===== src/core/hdil_cfg.svh =====
// Register offsets, field positions and timing constants of the event block
`ifndef HDIL_CFG_SVH
`define HDIL_CFG_SVH

// System clock rate in kHz
`define HDIL_CLK_KHZ      10000
// Shortest debounce intervals, headset and button
`define HDIL_HS_DEB_MS    32
`define HDIL_BTN_DEB_MS   8
// Longest selector steps: 32 ms << 4 = 512 ms, 8 ms << 2 = 32 ms
`define HDIL_HS_SEL_MAX   3'h4
`define HDIL_BTN_SEL_MAX  2'h2
// Interrupt pulse width in microseconds and in cycles (rounded up)
`define HDIL_PULSE_US     2
`define HDIL_PULSE_CYC    ((`HDIL_PULSE_US*`HDIL_CLK_KHZ+999)/1000)

// Register offsets
`define HDIL_A_STICKY     8'h2C
`define HDIL_A_STICKY2    8'h2D
`define HDIL_A_LIVE       8'h2E
`define HDIL_A_IRQ1       8'h30
`define HDIL_A_IRQ2       8'h31
`define HDIL_A_STICKY3    8'h32
`define HDIL_A_ROUTE      8'h33
`define HDIL_A_JACK       8'h43

// Jack configuration fields
`define HDIL_JK_EN        1
`define HDIL_JK_HS_LO     2
`define HDIL_JK_TYPE_LO   5
// Interrupt control: bit 0 selects pulse train when set
`define HDIL_IC_TRAIN     0
`define HDIL_RST_BYTE     8'h00

`endif


===== src/core/hdil_pkg.sv =====
// Types shared by the headset detect and interrupt logic
package hdil_pkg;

  // Pulse generator state of one interrupt line
  typedef enum logic [1:0] {
    HDIL_IDLE = 2'b00,
    HDIL_HIGH = 2'b01,
    HDIL_LOW  = 2'b10
  } hdil_pulse_t;

endpackage : hdil_pkg


===== src/core/hdil_debounce.sv =====
// Pin synchroniser and debounce counter for one sensed contact
`timescale 1ns/1ps
module hdil_debounce import hdil_pkg::*; #(
  parameter int unsigned CW = 23
) (
  // Clock and reset
  input  wire logic          clk,
  input  wire logic          rst_n,
  // Sensed pin and control
  input  wire logic          raw,
  input  wire logic          en,
  input  wire logic [CW-1:0] limit,
  // Debounced result
  output logic               level,
  output logic               change
);

  typedef struct packed {
    logic          s1;
    logic          s2;
    logic          stable;
    logic          chg;
    logic [CW-1:0] cnt;
  } hdil_deb_t;

  hdil_deb_t s;
  hdil_deb_t next_s;

  // Count while the synced pin differs from the stable level
  always_comb begin
    next_s     = s;
    next_s.s1  = raw;
    next_s.s2  = s.s1;
    next_s.chg = 1'b0;
    if (!en) begin
      next_s.cnt    = '0;
      next_s.stable = s.s2;
    end else if (s.s2 == s.stable) begin
      next_s.cnt = '0;
    end else if (s.cnt >= limit - CW'(1)) begin
      next_s.cnt    = '0;
      next_s.stable = s.s2;
      next_s.chg    = 1'b1;
    end else begin
      next_s.cnt = s.cnt + CW'(1);
    end
  end

  // State register
  always_ff @(posedge clk) begin
    if (!rst_n) begin
      s <= '0;
    end else begin
      s <= next_s;
    end
  end

  assign level  = s.stable;
  assign change = s.chg;
endmodule : hdil_debounce


===== src/core/hdil_top.sv =====
// Headset detection, event flags and interrupt pulse logic
//
// Notes on behaviour
// - Headset detection runs only while jack config bit D1 is set.
// - Headset debounce 32 ms to 512 ms, selected by jack config D4-D2.
// - Button debounce selected by jack config D1-D0, so 32 ms whenever D1 enables detection.
// - Live status D5-D4 show current button and headset state.
// - Sticky flag D5 sets on each debounced button press.
// - Sticky flag D4 sets on each debounced insertion or removal.
// - Sticky flags clear only when the host reads them.
// - Jack config D6-D5 report detected headset type after detection.
// - Two interrupt lines, each with its own control register.
// - Each line fires on any enabled subset of seven event kinds.
// - Each line routes to the general pin or serial data pin.
// - Control bit D0 picks single pulse or pulse train.
// - Pulse train runs until host reads the three flag registers.
// - Compressor over-threshold sets sticky D3-D2, mirrored live.
`timescale 1ns/1ps
`include "hdil_cfg.svh"
module hdil_top import hdil_pkg::*; #(
  parameter int unsigned HS_BASE_CYC  = `HDIL_HS_DEB_MS * `HDIL_CLK_KHZ,
  parameter int unsigned BTN_BASE_CYC = `HDIL_BTN_DEB_MS * `HDIL_CLK_KHZ,
  parameter int unsigned CW           = 23
) (
  // Clock and reset
  input  wire logic       CLK_SYS,
  input  wire logic       RST_N,
  // Register port
  input  wire logic [7:0] REG_ADDR,
  input  wire logic [7:0] REG_WDATA,
  input  wire logic       REG_WR,
  input  wire logic       REG_RD,
  output logic      [7:0] REG_RDATA,
  // Analog jack sensing
  input  wire logic       JACK_SENSE,
  input  wire logic       BUTTON_SENSE,
  input  wire logic [1:0] HS_TYPE,
  // Events from other on-chip blocks
  input  wire logic [1:0] DRC_OVER,
  input  wire logic       AGC_NOISE,
  input  wire logic       OVERCURRENT,
  input  wire logic       OVERFLOW,
  input  wire logic       DC_READY,
  // Serial audio data and output pins
  input  wire logic       AUDIO_DOUT,
  output logic            GENERAL_PIN_ONE,
  output logic            DOUT_PIN
);

  localparam logic [7:0] PLEN = 8'(`HDIL_PULSE_CYC);
  localparam int         PW   = `HDIL_PULSE_CYC;
  localparam int         PWL  = PW - 1;

  typedef struct packed {
    logic [1:0]             t1;
    logic [1:0]             t2;
    logic [1:0]             hs_type;
    logic [4:0]             jcfg;
    logic [7:0]             ctl1;
    logic [7:0]             ctl2;
    logic [1:0]             route;
    logic [5:2]             f44;
    logic [2:0]             f45;
    logic                   f50;
    logic [1:0]             drc_prev;
    hdil_pulse_t [1:0]      ps;
    logic [1:0][7:0]        pcnt;
    logic                   gp;
    logic                   dout;
    logic [7:0]             rdata;
  } hdil_st_t;

  hdil_st_t s;
  hdil_st_t next_s;

  logic          det_en;
  logic [CW-1:0] hs_lim;
  logic [CW-1:0] btn_lim;
  logic          hs_lvl;
  logic          hs_chg;
  logic          btn_lvl;
  logic          btn_chg;
  logic          btn_press;
  logic          rd44;
  logic          rd45;
  logic          rd50;
  logic [6:0]    new_evt;
  logic [6:0]    pend;
  logic [1:0]    trig;
  logic [1:0]    pend_l;
  logic [1:0]    irq;
  logic [1:0][7:0] ctl_v;

  // Detection enable and debounce interval selection
  assign det_en  = s.jcfg[`HDIL_JK_EN];
  assign hs_lim  = CW'(HS_BASE_CYC) << ((s.jcfg[4:2] > `HDIL_HS_SEL_MAX)
                   ? `HDIL_HS_SEL_MAX : s.jcfg[4:2]);
  assign btn_lim = CW'(BTN_BASE_CYC) << ((s.jcfg[1:0] > `HDIL_BTN_SEL_MAX)
                   ? `HDIL_BTN_SEL_MAX : s.jcfg[1:0]);

  // Headset and button debouncers
  hdil_debounce #(.CW(CW)) u_hs (
    .clk    (CLK_SYS),
    .rst_n  (RST_N),
    .raw    (JACK_SENSE),
    .en     (det_en),
    .limit  (hs_lim),
    .level  (hs_lvl),
    .change (hs_chg)
  );

  hdil_debounce #(.CW(CW)) u_btn (
    .clk    (CLK_SYS),
    .rst_n  (RST_N),
    .raw    (BUTTON_SENSE),
    .en     (det_en),
    .limit  (btn_lim),
    .level  (btn_lvl),
    .change (btn_chg)
  );

  assign btn_press = btn_chg & btn_lvl;

  // Reads that clear the sticky registers
  assign rd44 = REG_RD && REG_ADDR == `HDIL_A_STICKY;
  assign rd45 = REG_RD && REG_ADDR == `HDIL_A_STICKY2;
  assign rd50 = REG_RD && REG_ADDR == `HDIL_A_STICKY3;

  // Event vector in control bit order D7..D1
  assign new_evt = {hs_chg, btn_press, |(DRC_OVER & ~s.drc_prev),
                    AGC_NOISE, OVERCURRENT, OVERFLOW, DC_READY};
  assign pend    = {s.f44[4], s.f44[5], |s.f44[3:2],
                    s.f45[0], s.f45[1], s.f45[2], s.f50};
  assign ctl_v   = {s.ctl2, s.ctl1};

  // Per-line trigger, pending and pulse level
  for (genvar i = 0; i < 2; i++) begin : g_line
    assign trig[i]   = |(new_evt & ctl_v[i][7:1]);
    assign pend_l[i] = |(pend & ctl_v[i][7:1]);
    assign irq[i]    = s.ps[i] == HDIL_HIGH;
  end

  // Next state of registers, flags and pulse generators
  always_comb begin
    next_s          = s;
    next_s.t1       = HS_TYPE;
    next_s.t2       = s.t1;
    next_s.drc_prev = DRC_OVER;
    if (hs_chg) begin
      next_s.hs_type = s.t2;
    end
    if (REG_WR) begin
      unique case (REG_ADDR)
        `HDIL_A_IRQ1:  next_s.ctl1  = REG_WDATA;
        `HDIL_A_IRQ2:  next_s.ctl2  = REG_WDATA;
        `HDIL_A_ROUTE: next_s.route = REG_WDATA[1:0];
        `HDIL_A_JACK:  next_s.jcfg  = REG_WDATA[4:0];
        default:       next_s.route = s.route;
      endcase
    end
    // Set wins over the read clear
    next_s.f44 = (rd44 ? 4'h0 : s.f44)
               | {btn_press, hs_chg, DRC_OVER};
    next_s.f45 = (rd45 ? 3'h0 : s.f45)
               | {OVERFLOW, OVERCURRENT, AGC_NOISE};
    next_s.f50 = (rd50 ? 1'b0 : s.f50) | DC_READY;
    // Read data mux
    next_s.rdata = `HDIL_RST_BYTE;
    if (REG_RD) begin
      unique case (REG_ADDR)
        `HDIL_A_STICKY:  next_s.rdata = {2'h0, s.f44, 2'h0};
        `HDIL_A_STICKY2: next_s.rdata = {5'h00, s.f45};
        `HDIL_A_LIVE:    next_s.rdata = {2'h0, btn_lvl, hs_lvl,
                                         DRC_OVER, 2'h0};
        `HDIL_A_IRQ1:    next_s.rdata = s.ctl1;
        `HDIL_A_IRQ2:    next_s.rdata = s.ctl2;
        `HDIL_A_STICKY3: next_s.rdata = {7'h00, s.f50};
        `HDIL_A_ROUTE:   next_s.rdata = {6'h00, s.route};
        `HDIL_A_JACK:    next_s.rdata = {1'b0, s.hs_type, s.jcfg};
        default:         next_s.rdata = `HDIL_RST_BYTE;
      endcase
    end
    // Pulse generators
    for (int i = 0; i < 2; i++) begin
      unique case (s.ps[i])
        HDIL_IDLE: begin
          if (trig[i]) begin
            next_s.ps[i]   = HDIL_HIGH;
            next_s.pcnt[i] = 8'h00;
          end
        end
        HDIL_HIGH: begin
          if (s.pcnt[i] == PLEN - 8'h01) begin
            next_s.pcnt[i] = 8'h00;
            next_s.ps[i]   = ctl_v[i][`HDIL_IC_TRAIN]
                           ? HDIL_LOW : HDIL_IDLE;
          end else begin
            next_s.pcnt[i] = s.pcnt[i] + 8'h01;
          end
        end
        HDIL_LOW: begin
          if (s.pcnt[i] == PLEN - 8'h01) begin
            next_s.pcnt[i] = 8'h00;
            // An event in the last low cycle must not be lost
            next_s.ps[i]   = (pend_l[i] | trig[i])
                           ? HDIL_HIGH : HDIL_IDLE;
          end else begin
            next_s.pcnt[i] = s.pcnt[i] + 8'h01;
          end
        end
        default: next_s.ps[i] = HDIL_IDLE;
      endcase
    end
    // Pin routing
    next_s.gp   = (irq[0] & ~s.route[0]) | (irq[1] & ~s.route[1]);
    next_s.dout = (|s.route) ? |(irq & s.route) : AUDIO_DOUT;
  end

  // State register
  always_ff @(posedge CLK_SYS) begin
    if (!RST_N) begin
      s <= '0;
    end else begin
      s <= next_s;
    end
  end

  assign REG_RDATA       = s.rdata;
  assign GENERAL_PIN_ONE = s.gp;
  assign DOUT_PIN        = s.dout;
endmodule : hdil_top


===== config.mk =====
export PLATFORM = sky130hd
export DESIGN_NAME = hdil_top
export DESIGN_NICKNAME = d
export VERILOG_FILES = /design/src/core/hdil_pkg.sv /design/src/core/hdil_debounce.sv /design/src/core/hdil_top.sv
export VERILOG_INCLUDE_DIRS = /design/src /design/src/core
export SDC_FILE = /design/constraint.sdc
export NUM_CORES = 1
export LEC_CHECK = 0
export ABC_AREA = 1
export BUFFER_PORTS_ARGS = -buffer_cell sky130_fd_sc_hd__buf_4
export CAP_MARGIN = 20
export CORE_ASPECT_RATIO = 2
export CORE_UTILIZATION = 55
export DETAILED_ROUTE_END_ITERATION = 10
export PLACE_DENSITY = 0.79
export SLEW_MARGIN = 20
export SYNTH_ARGS = -nofsm -noshare
export SYNTH_HDL_FRONTEND = slang
export SYNTH_SLANG_ARGS = --single-unit

===== constraint.sdc =====
create_clock -name CLK_SYS -period 4 [get_ports CLK_SYS]
set_clock_uncertainty 0.2 [all_clocks]
set_input_delay 0.2 -clock CLK_SYS [delete_from_list [all_inputs] [get_ports CLK_SYS]]
set_output_delay 0.2 -clock CLK_SYS [all_outputs]
set_load 0.05 [all_outputs]

==> results of run 1 <==
[cell type report]
cell class	count	area, sq um	share of cell area
well taps	147	183.9	0.02276
flip-flops and latches	123	2462	0.3047
repair buffers	68	578.1	0.07154
inverters	121	456.7	0.05652
clock buffers	25	485.5	0.06008
multi-input cells	696	3754	0.4645
clock inverters	7	160.2	0.01982
[registers in the layout, indices dropped and copies added, names as in the netlist, 2 cells and up]
register   count
pend           6
s             34
ctl_v         16
u_btn.s       24
REG_RDATA      8
u_hs.s        24
next_s         2
[path summary, 6_finish.rpt]
kind	endpoint	slack, ns	depth (start not counted)
worst min-delay path	s[36]	0.03	4
worst min register to register	u_hs.s[25]	0.21	2
worst max register to register	u_hs.s[12]	0.50	15
worst max-delay path	u_hs.s[12]	0.50	15
[through the flow]
step	setup WS [ns]	instances
after floorplan	1.097	966
after CTS	0.5057	1187
after global placement	0.7319	1128
after detailed placement	0.6171	1128
after global routing	0.1947	1187
final	0.4982	1187
[logic make-up after synthesis]
kind of cell,synth area share
other,0.0005496
flip-flops,0.3609
XOR/XNOR,0.03594
AO/OA/AOI/OAI,0.1117
AND/OR/NAND/NOR,0.3233
buffers and inverters,0.09059
adder cells (fa/ha/maj),0.07702
[worst reg2reg max path: stages, from the launching register on]
cell       delay, ns
dfxtp_1         0.42
nor2_1          0.27
inv_1           0.12
ha_1            0.24
ha_1            0.21
nor2_1          0.14
o2111ai_1       0.14
xor2_1          0.19
ha_1            0.31
nand2_1         0.07
a21oi_1         0.06
o21ai_1         0.16
nand2_1         0.13
nor2_4          0.18
nand4_4         0.34
a21oi_1         0.25
[layer usage]
layer | part of all wire | up-vias
li1 | - | 3224
met1 | 0.34 | 2951
met2 | 0.54 | 198
met3 | 0.049 | 84
met4 | 0.070 | 0
met5 | 0 | -
[report_power, final]
part | total (W) | internal (W) | leakage (nW) | switching, W
Clock | 0.00169 | 0.00115 | 0.315 | 0.000535
Combinational | 0.000172 | 0.0000704 | 2.03 | 0.000101
Sequential | 0.00126 | 0.00125 | 0.997 | 0.0000148
[timing repair]
item,in CTS,in global routing
buffers inserted,0,0
hold endpoints to repair,38,0
hold buffers,27,0
[cells in the mapped netlist, drive strengths merged (2+ instances only)]
cell type / n / share of area
dfxtp: 123 / 0.36
nor3b: 5 / 0.0070
o21bai: 4 / 0.0050
a21o: 2 / 0.0022
o221ai: 2 / 0.0026
o22ai: 3 / 0.0028
clkinv: 3 / 0.0020
nand3: 58 / 0.046
xnor2: 8 / 0.010
nand2: 232 / 0.13
nand3b: 2 / 0.0022
inv: 118 / 0.065
a211oi: 8 / 0.012
a21oi: 74 / 0.058
clkbuf: 9 / 0.0050
nor2: 142 / 0.086
o21ai: 31 / 0.023
ha: 42 / 0.077
buf: 17 / 0.019
xor2: 20 / 0.026
nor3: 17 / 0.015
a31oi: 4 / 0.0037
nand4: 21 / 0.021
nor4: 2 / 0.0018
or2: 11 / 0.010
==> metrics.md, run 1 <==
| Metric | Value |
|---|---|
| Status | finished clean |
| Total Routing Usage GR | 0.2946 |
| CP Class | reg2reg |
| Slew Viols, Final | 0 |
| Beginning of the critical path | s[62] |
| CP delay by family, top | simple AND/OR/NAND/NOR gates |
| Pwr Total | 0.003121 W |
| Crit Path Max Fanout | 23 |
| Met1 GRT Util | 0.2586 |
| IO buf count | 40 |
| Mean routed wirelength per cell | 14.74 um |
| Starting Density | 0.5627 |
| Final period utilization | 0.8754 |
| Most frequent CP cell | ha_1 |
| CP Buf/Inv Count | 1 |
| Commonest non-fill, non-tap cell in the layout | nand2_1 |
| WL final | 17500 um |
| Mapped Area | 6823 sq um |
| FILL cells | 1051 |
| Slowest CP cell | dfxtp_1 |
| Warnings, synthesis | 0 |
| Final setup viols | 0 |
| Yosys reg bits | 123 |
| Remaining antenna violation count | 0 |
| Residual DRC | 0 |
| First-pass GRT wire length | 28880 um |
| Gr ovfl total | 0 |
| Asr flop ratio synth | 0 |
| H-tree depth | 4 |
| Critical Path AT | 3.64 ns |
| Critical Path End Type | register |
| DP Area | 7164 sq um |
| Vias in the first global route | 6411 |
| VDD IR-drop max | 407.8 uV |
| Max incr delay on CP | 0.42 ns |
| CP cell instances | nor2_1 -> inv_1 -> ha_1 -> ha_1 -> nor2_1 -> o2111ai_1 -> xor2_1 -> ha_1 -> nand2_1 -> a21oi_1 -> o21ai_1 -> nand2_1 -> nor2_4 -> nand4_4 -> a21oi_1 |
| Die footprint | 12880 sq um |
| Max-cap violations | 0 |
| Clock latency on the worst-skew pair | 0.42 ns |
| Antenna cells | 0 |
| Total leakage power | 3.341 nW |
| Initial drt markers | 302 |
| DR pass1 iterations | 7 |
| CP required | 4.13 ns |
| Core Util, Final | 0.6665 |
| Critical hold path startpoint | REG_RD |
| Synth Flop Type | dfxtp_1 |
| Avg Cell Area, Syn | 7.085 sq um |
| CTS root buffer | clkbuf_16 |
| Post-layout instance area | 8080 sq um |
| Routing usage on met2 | 0.5412 |
| Longest Clk Path Bufs | 2 |
| Post-synth EDFFs | 0 |
| CTS sink cnt | 123 |
| Io pins | 41 |
| Hold Crit Class | in2reg |
| Fmax | 285.6 MHz |
| Cts bufs inserted | 17 |
| # rows | 57 |
| Crit path launch type | register |
| Final setup TNS | 0 ns |
| Share of cells above drive strength 1 | 0.1231 |
| Most frequent cells in the layout | 221 x nand2_1, 131 x nor2_1, 123 x dfxtp_1 |
| Die W | 80.76 um |
| Post-detail-place hpwl | 12640 um |
| Synth-to-layout area growth | 18.43% |
| CTS tree | done |
| Hold WS | 0.02623 ns |
| RSZ-0062 raised after global routing | no |
| Worst r2r src | s[62] |
| Largest net degree at the start of global routing | 35 |
| Gr busiest metal | met2 |
| GPL Wtd Cong | 0.9563 |
| M3 GR Usage | 0.07507 |
| Post-CTS Resized | 0 |
| Register area share after synthesis | 0.3609 |
| Post-layout min period | 3.502 ns |
| Pwr dens | 386.2 nW/um^2 |
| Relative slew slack | 0.4251 |
| Cells after Synth | 963 |
| Core Area | 12120 sq um |
| Clock slew at reported path FFs | 0.05 ns |
| Die Y | 159.5 um |
| Measured slew at the worst slew-check pin | 0.8600 ns |
| Initial antenna violation count | 0 |
| Layout Nets | 1100 |
| DR vias/cell | 5.440 |
| Distinct cells, synth | 48 |
| Via Count | 6457 |
| Fin. Hold Viols | 0 |
No activity file was read; power rests on OpenSTA's default activity.
==> inputs of run 2 (changes only) <==
Settings changed: ABC_AREA 1 to 0.
==> run 2 against run 1 <==
Cell count fell by 22%. Die area down 7.4%. Critical endpoint is now u_hs.s[5]. Hold slack gained 0.0037 ns. Worst setup slack worse by 0.19 ns. Sequential power about the same. Critical path depth did not move. Largest cell class unchanged.
==> metrics.md, run 2 <==
| Metric | Value |
|---|---|
| Status | finished clean |
| Critical hold path startpoint | REG_RD |
| Starting Density | 0.5623 |
| Largest registers | s (34), u_btn.s (24), u_hs.s (24) |
| Share of cells above drive strength 1 | 0.1220 |
| Reg2reg path depth | 15 |
| Most frequent cells after synthesis | 123 x dfxtp_1, 92 x nor2_1, 74 x nand2_1 |
| Critical Path End Type | register |
| Residual DRC | 0 |
| Vias in the first global route | 5599 |
| Core Area | 11220 sq um |
| VDD IR-drop max | 325.6 uV |
| Critical Path AT | 3.83 ns |
| Max-cap violations | 0 |
| Reg2Reg Setup Slack | 0.31 ns |
| Hold path depth | 4 |
| CTS tree | done |
| H-tree depth | 4 |
| Final period utilization | 0.9222 |
| Cells after Synth | 724 |
| Largest Register | s |
| Clock latency on the worst-skew pair | 0.42 ns |
| RR Endpoint | u_hs.s[5] |
| Beginning of the critical path | s[62] |
| Final setup viols | 0 |
| Commonest non-fill, non-tap cell in the layout | dfxtp_1 |
| Measured slew at the worst slew-check pin | 0.7594 ns |
| CP Class | reg2reg |
| Io pins | 41 |
| DR pass1 iterations | 7 |
| Asr flop ratio synth | 0 |
| Worst Hold Path EP | pend[2] |
| Post-CTS setup buffer count | 0 |
| CP required | 4.14 ns |
| Clock slew at reported path FFs | 0.06 ns |
| Top-count cell post-synth | dfxtp_1 |
| First-pass GRT wire length | 25830 um |
| RSZ-0062 raised after global routing | no |
| Core Util, Final | 0.6672 |
| Yosys top cell by area | dfxtp_1 |
| Antenna cells | 0 |
| Die Y | 153.4 um |
| Most frequent cells in the layout | 122 x dfxtp_1, 91 x nor2_1, 74 x nand2_1 |
| Yosys top cell area share | 0.3904 |
| Post-detail-place hpwl | 11360 um |
| WL final | 15660 um |
| IO buf count | 40 |
| Initial drt markers | 299 |
| Synth-to-layout area growth | 18.65% |
| Layout Nets | 847 |
| Yosys reg bits | 123 |
| Warnings, synthesis | 0 |
| Gr ovfl total | 0 |
| Synth Flop Type | dfxtp_1 |
| Fin. Hold Viols | 0 |
| DR vias/cell | 5.925 |
| CTS root buffer | clkbuf_16 |
| CTS sink cnt | 123 |
| Fmax | 271.1 MHz |
| Remaining antenna violation count | 0 |
| Via Count | 5504 |
| Worst r2r src | s[62] |
| Die W | 77.72 um |
| Initial antenna violation count | 0 |
| Longest Clk Path Bufs | 2 |
| Pwr dens | 418.1 nW/um^2 |
| Slew Viols, Final | 0 |
| Area contributors post-synth | dfxtp_1 39%, ha_1 8.3%, nor2_1 5.5% |
| Post-layout min period | 3.689 ns |
| Mapped Area | 6307 sq um |
| Distinct cells, synth | 66 |
| Register area share after synthesis | 0.3904 |
| Hold Crit Class | in2reg |
| Die footprint | 11930 sq um |
| Avg Cell Area, Syn | 8.712 sq um |
| Crit path launch type | register |
| Mean routed wirelength per cell | 16.86 um |
| Cts bufs inserted | 17 |
| Relative slew slack | 0.4937 |
| Total Routing Usage GR | 0.2767 |
| FILL cells | 887 |
| Largest register FFs | 34 |
| GPL Wtd Cong | 0.9838 |
| Final setup TNS | 0 ns |
| Pwr Total | 0.003129 W |
| Total leakage power | 2.825 nW |
| Crit Path Max Fanout | 23 |
| Largest net degree at the start of global routing | 75 |
| # rows | 55 |
| Post-synth EDFFs | 0 |
-- run 2: cell types whose count changed after synthesis, moves of 12 or more --
cell / change
a21oi_1: -37
nor2_1: -39
a22oi_1: +14
o21ai_0: -14
nand2_1: -147
nor2b_1: +15
a21boi_0: +22
inv_1: -91
xnor2_1: +12
and2_1: +14
-- run 2: report_power, final --
part	switching, W	internal, W	leakage [nW]
sequential	0.0000149	0.00124	0.997
combinational	0.0000954	0.0000787	1.51
clock	0.000572	0.00112	0.316
-- run 2: worst max path at each step --
| stage | to | slack (ns) | cells past startpoint |
|---|---|---|---|
| finish | u_hs.s[5] | 0.31 | 15 |
| CTS | u_hs.s[7] | 0.23 | 15 |
| detailed placement | u_hs.s[7] | 0.31 | 15 |
| floorplan | u_hs.s[10] | 0.91 | 16 |
| global route | u_hs.s[5] | 0.11 | 15 |
| global placement | u_hs.s[20] | 0.53 | 14 |
-- run 2: what timing repair did --
item	4_1_cts	5_1_grt
hold buffers	22	0
hold endpoints to repair	36	0
resized for setup	0	1
endpoints found under the setup margin	0	23
-- run 2: critical path: stages, from the launching register on --
cell and delay (ns):
dfxtp_2 0.44, inv_1 0.15, nand2_1 0.15, inv_1 0.10, ha_1 0.24, nor4_1 0.43, a311oi_1 0.18, a41o_1 0.23
a21oi_1 0.13, ha_1 0.26, nand4_1 0.11, nor4_1 0.07, a211oi_1 0.24, o211ai_1 0.20, nand2b_4 0.31, nor2_1 0.16
-- run 2: kinds of logic (layout without fill, tap and decap cells) --
logic type / Yosys count / count (layout) / synth area share
buffers and inverters: 57 / 117 / 0.04523
AND/OR/NAND/NOR: 314 / 314 / 0.2505
flip-flops: 123 / 123 / 0.3904
XOR/XNOR: 47 / 47 / 0.06527
adder cells (fa/ha/maj): 42 / 42 / 0.08332
multiplexers: 8 / 8 / 0.01289
other: 1 / 4 / 0.0005945
AO/OA/AOI/OAI: 132 / 132 / 0.1518
-- run 2: per-layer routing --
layer,wire length [um],share of wire,track usage
met5,0,0,0
met4,875,0.056,0.1752
met3,668,0.043,0.05970
met2,8442,0.54,0.5112
met1,5677,0.36,0.2704
-- run 2: metrics by stage --
step                setup slack (ns)  std cells  area [sq um]  hold slack [ns]
global route                  0.1139        929          7483          0.05223
global placement              0.5341        875          6601           0.2188
floorplan                     0.9118        727          6319           0.1217
CTS                           0.2336        929          7480          0.02113
finish                        0.3110        929          7483          0.02997
detailed placement            0.3118        875          6601           0.2110
-- run 2: layout make-up --
| cell class | instances | area [sq um] | share of cell area |
|---|---|---|---|
| multi-input cells | 547 | 3573 | 0.4775 |
| flip-flops and latches | 123 | 2464 | 0.3292 |
| repair buffers | 63 | 528.0 | 0.07056 |
| clock buffers | 18 | 439.2 | 0.05869 |
| clock inverters | 14 | 219.0 | 0.02926 |
| well taps | 142 | 177.7 | 0.02374 |
| inverters | 22 | 82.58 | 0.01103 |
==> inputs of run 3 (changes only) <==
--- a/config.mk
+++ b/config.mk
@@ -14,4 +14,5 @@
 export DETAILED_ROUTE_END_ITERATION = 10
 export PLACE_DENSITY = 0.79
+export RECOVER_POWER = 100
 export SLEW_MARGIN = 20
 export SYNTH_ARGS = -nofsm -noshare
==> constraint.sdc (replaced) <==
create_clock -name CLK_SYS -period 4 [get_ports CLK_SYS]
set_clock_uncertainty 0.2 [all_clocks]
set_input_delay 0 -clock CLK_SYS [delete_from_list [all_inputs] [get_ports CLK_SYS]]
set_output_delay 0 -clock CLK_SYS [all_outputs]
set_load 0.05 [all_outputs]
==> run 3 against run 2 <==
The run now ends with max-capacitance violations, max-slew violations left. Clock-buffer cell count rose by 1. Maximum frequency fell by 1.5%. Cell area rose by 2.8%. Global-route usage rose by 0.41 points. Sequential power barely moved. Critical path depth fell by 4.
==> metrics.md, run 3 (synthesis results as in run 2) <==
| Metric | Value |
|---|---|
| Vias in the first global route | 5709 |
| Clk pwr share | 0.525 |
| H-tree depth | 4 |
| VDD IR-drop max | 499.5 uV |
| Reg2Reg Setup Slack | 0.28 ns |
| Synth-to-layout area growth | 22.00% |
| Initial antenna violation count | 0 |
| DR pass1 iterations | 6 |
| Fin. Hold Viols | 0 |
| Commonest non-fill, non-tap cell in the layout | dfxtp_1 |
| Mean routed wirelength per cell | 16.96 um |
| Status | complete, but fails checks |
| Largest registers | s (34), u_btn.s (24), u_hs.s (24) |
| Die W | 77.72 um |
| Remaining antenna violation count | 0 |
| Fmax | 267.1 MHz |
| Longest Clk Path Bufs | 2 |
| Gr ovfl total | 0 |
| CTS root buffer | clkbuf_16 |
| Die Y | 153.4 um |
| IO buf count | 40 |
| Total leakage power | 2.904 nW |
| P_int | 0.002353 W |
| Critical hold path startpoint | REG_ADDR[4] |
| Net Sw Power | 0.0007036 W |
| Largest register FFs | 34 |
| Seq pwr share | 0.412 |
| CP delay by family, top | buffers and inverters |
| Post-detail-place hpwl | 11270 um |
| Pwr dens | 397.2 nW/um^2 |
| Final setup TNS | 0 ns |
| Max-cap violations | 1 |
| Largest net degree at the start of global routing | 75 |
| Relative slew slack | -0.7993 |
| CTS sink cnt | 123 |
| Post-layout min period | 3.743 ns |
| Critical Path End Type | register |
| Slowest CP cell | dlygate4sd3_1 |
| Share of cells above drive strength 1 | 0.1016 |
| Total Routing Usage GR | 0.2808 |
| CP Buf/Inv Count | 6 |
| Core Area | 11220 sq um |
| Sw frac | 0.2302 |
| CTS tree | done |
| Starting Density | 0.5623 |
| Clock slew at reported path FFs | 0.06 ns |
| Final setup viols | 0 |
| Reg2reg path depth | 15 |
| Die footprint | 11930 sq um |
| Critical Path AT | 3.90 ns |
| Final period utilization | 0.9359 |
| DR vias/cell | 5.859 |
| Initial drt markers | 388 |
| Beginning of the critical path | REG_ADDR[2] |
| Crit path launch type | input port |
| Largest Register | s |
| # rows | 55 |
| RR Endpoint | u_hs.s[8] |
| Cts bufs inserted | 17 |
| Antenna cells | 0 |
| Crit Path Max Fanout | 9 |
| Io pins | 41 |
| Most frequent cells in the layout | 123 x dfxtp_1, 92 x nor2_1, 74 x nand2_1 |
| Failing checks | max-capacitance violations, max-slew violations |
| CP required | 4.16 ns |
| Hold Crit Class | in2reg |
| WL final | 16260 um |
| Hold path depth | 5 |
| RSZ-0062 raised after global routing | no |
| Most frequent CP cell | dlygate4sd3_1 |
| Layout Nets | 877 |
| Worst Hold Path EP | REG_RDATA[5] |
| Pwr Total | 0.003057 W |
| Slew Viols, Final | 75 |
| Via Count | 5619 |
| Worst r2r src | s[62] |
| Clock latency on the worst-skew pair | 0.42 ns |
| Measured slew at the worst slew-check pin | 2.699 ns |
| CP Class | in2reg |
| Max incr delay on CP | 0.60 ns |
| Logic pwr share | 0.063 |
| Core Util, Final | 0.6860 |
| CP cell instances | dlygate4sd3_1 -> clkbuf_4 -> nor2_1 -> dlygate4sd3_1 -> nand3_1 -> nor3_2 -> clkbuf_1 -> nand3_1 -> dlygate4sd3_1 -> a21boi_0 -> dlygate4sd3_1 |
| GPL Wtd Cong | 0.9444 |
| First-pass GRT wire length | 26210 um |
| Residual DRC | 0 |
-- run 3: through the flow --
step | worst slack, ns | std cells | area, sq um | hold WS [ns]
6_report | 0.2565 | 959 | 7695 | 0.09618
2_1_floorplan | 0.9118 | 727 | 6319 | -0.07829
3_3_place_gp | 0.5349 | 876 | 6609 | 0.01680
5_1_grt | 0.04445 | 959 | 7695 | 0.1474
4_1_cts | 0.2326 | 959 | 7737 | 0.05865
3_5_place_dp | 0.3610 | 876 | 6609 | 0.01589
-- run 3: worst max path at each step --
| stage | to | slack (ns) | cells past startpoint |
|---|---|---|---|
| final | ctl_v[7] | 0.26 | 11 |
| after global routing | ctl_v[7] | 0.04 | 11 |
| after CTS | u_hs.s[8] | 0.23 | 15 |
| after detailed placement | u_hs.s[8] | 0.36 | 15 |
| after global placement | u_hs.s[20] | 0.53 | 14 |
| after floorplan | u_hs.s[10] | 0.91 | 16 |
-- run 3: timing repair --
action / CTS / global route
endpoints found under the setup margin: 0 / 23
hold endpoints to repair: 72 / 0
gates resized for setup: 0 / 1
hold buffers: 51 / 0
buffers inserted: 0 / 0
-- run 3: metal layers --
metal	vias to the layer above	track usage	share of wire
li1	2695	-	-
met4	0	0.1590	0.051
met1	2660	0.2705	0.36
met3	62	0.05731	0.041
met2	202	0.5343	0.55
met5	-	0	0
-- run 3: power groups by stage --
stage / clock network (W) / registers, W / logic, W
finish: 0.00160 / 0.00126 / 0.000194
global route: 0.00168 / 0.00126 / 0.000208
CTS: 0.00162 / 0.00126 / 0.000190
global placement: 0 / 0.00128 / 0.000153
detailed placement: 0 / 0.00128 / 0.000156
floorplan: 0 / 0.00129 / 0.0000992
-- run 3: worst register-to-register path: cells and delay by family, from the launching register on --
| family | cells | cell delay, ns |
|---|---|---|
| buffers and inverters | 2 | 0.29 |
| and+or+nand+nor | 6 | 1.18 |
| DFF | 1 | 0.55 |
| AOI/OAI and AO/OA | 5 | 0.94 |
| adders and majority gates | 2 | 0.50 |
-- run 3: cell type report --
class	count	area [sq um]
Clock buffer	19	452.9
Clock inverter	13	165.2
Timing Repair Buffer	93	780.7
Sequential cell	123	2462
Tap cell	142	177.7
Inverter	22	82.58
Fill cell	900	3522
Multi-Input combinational cell	547	3573
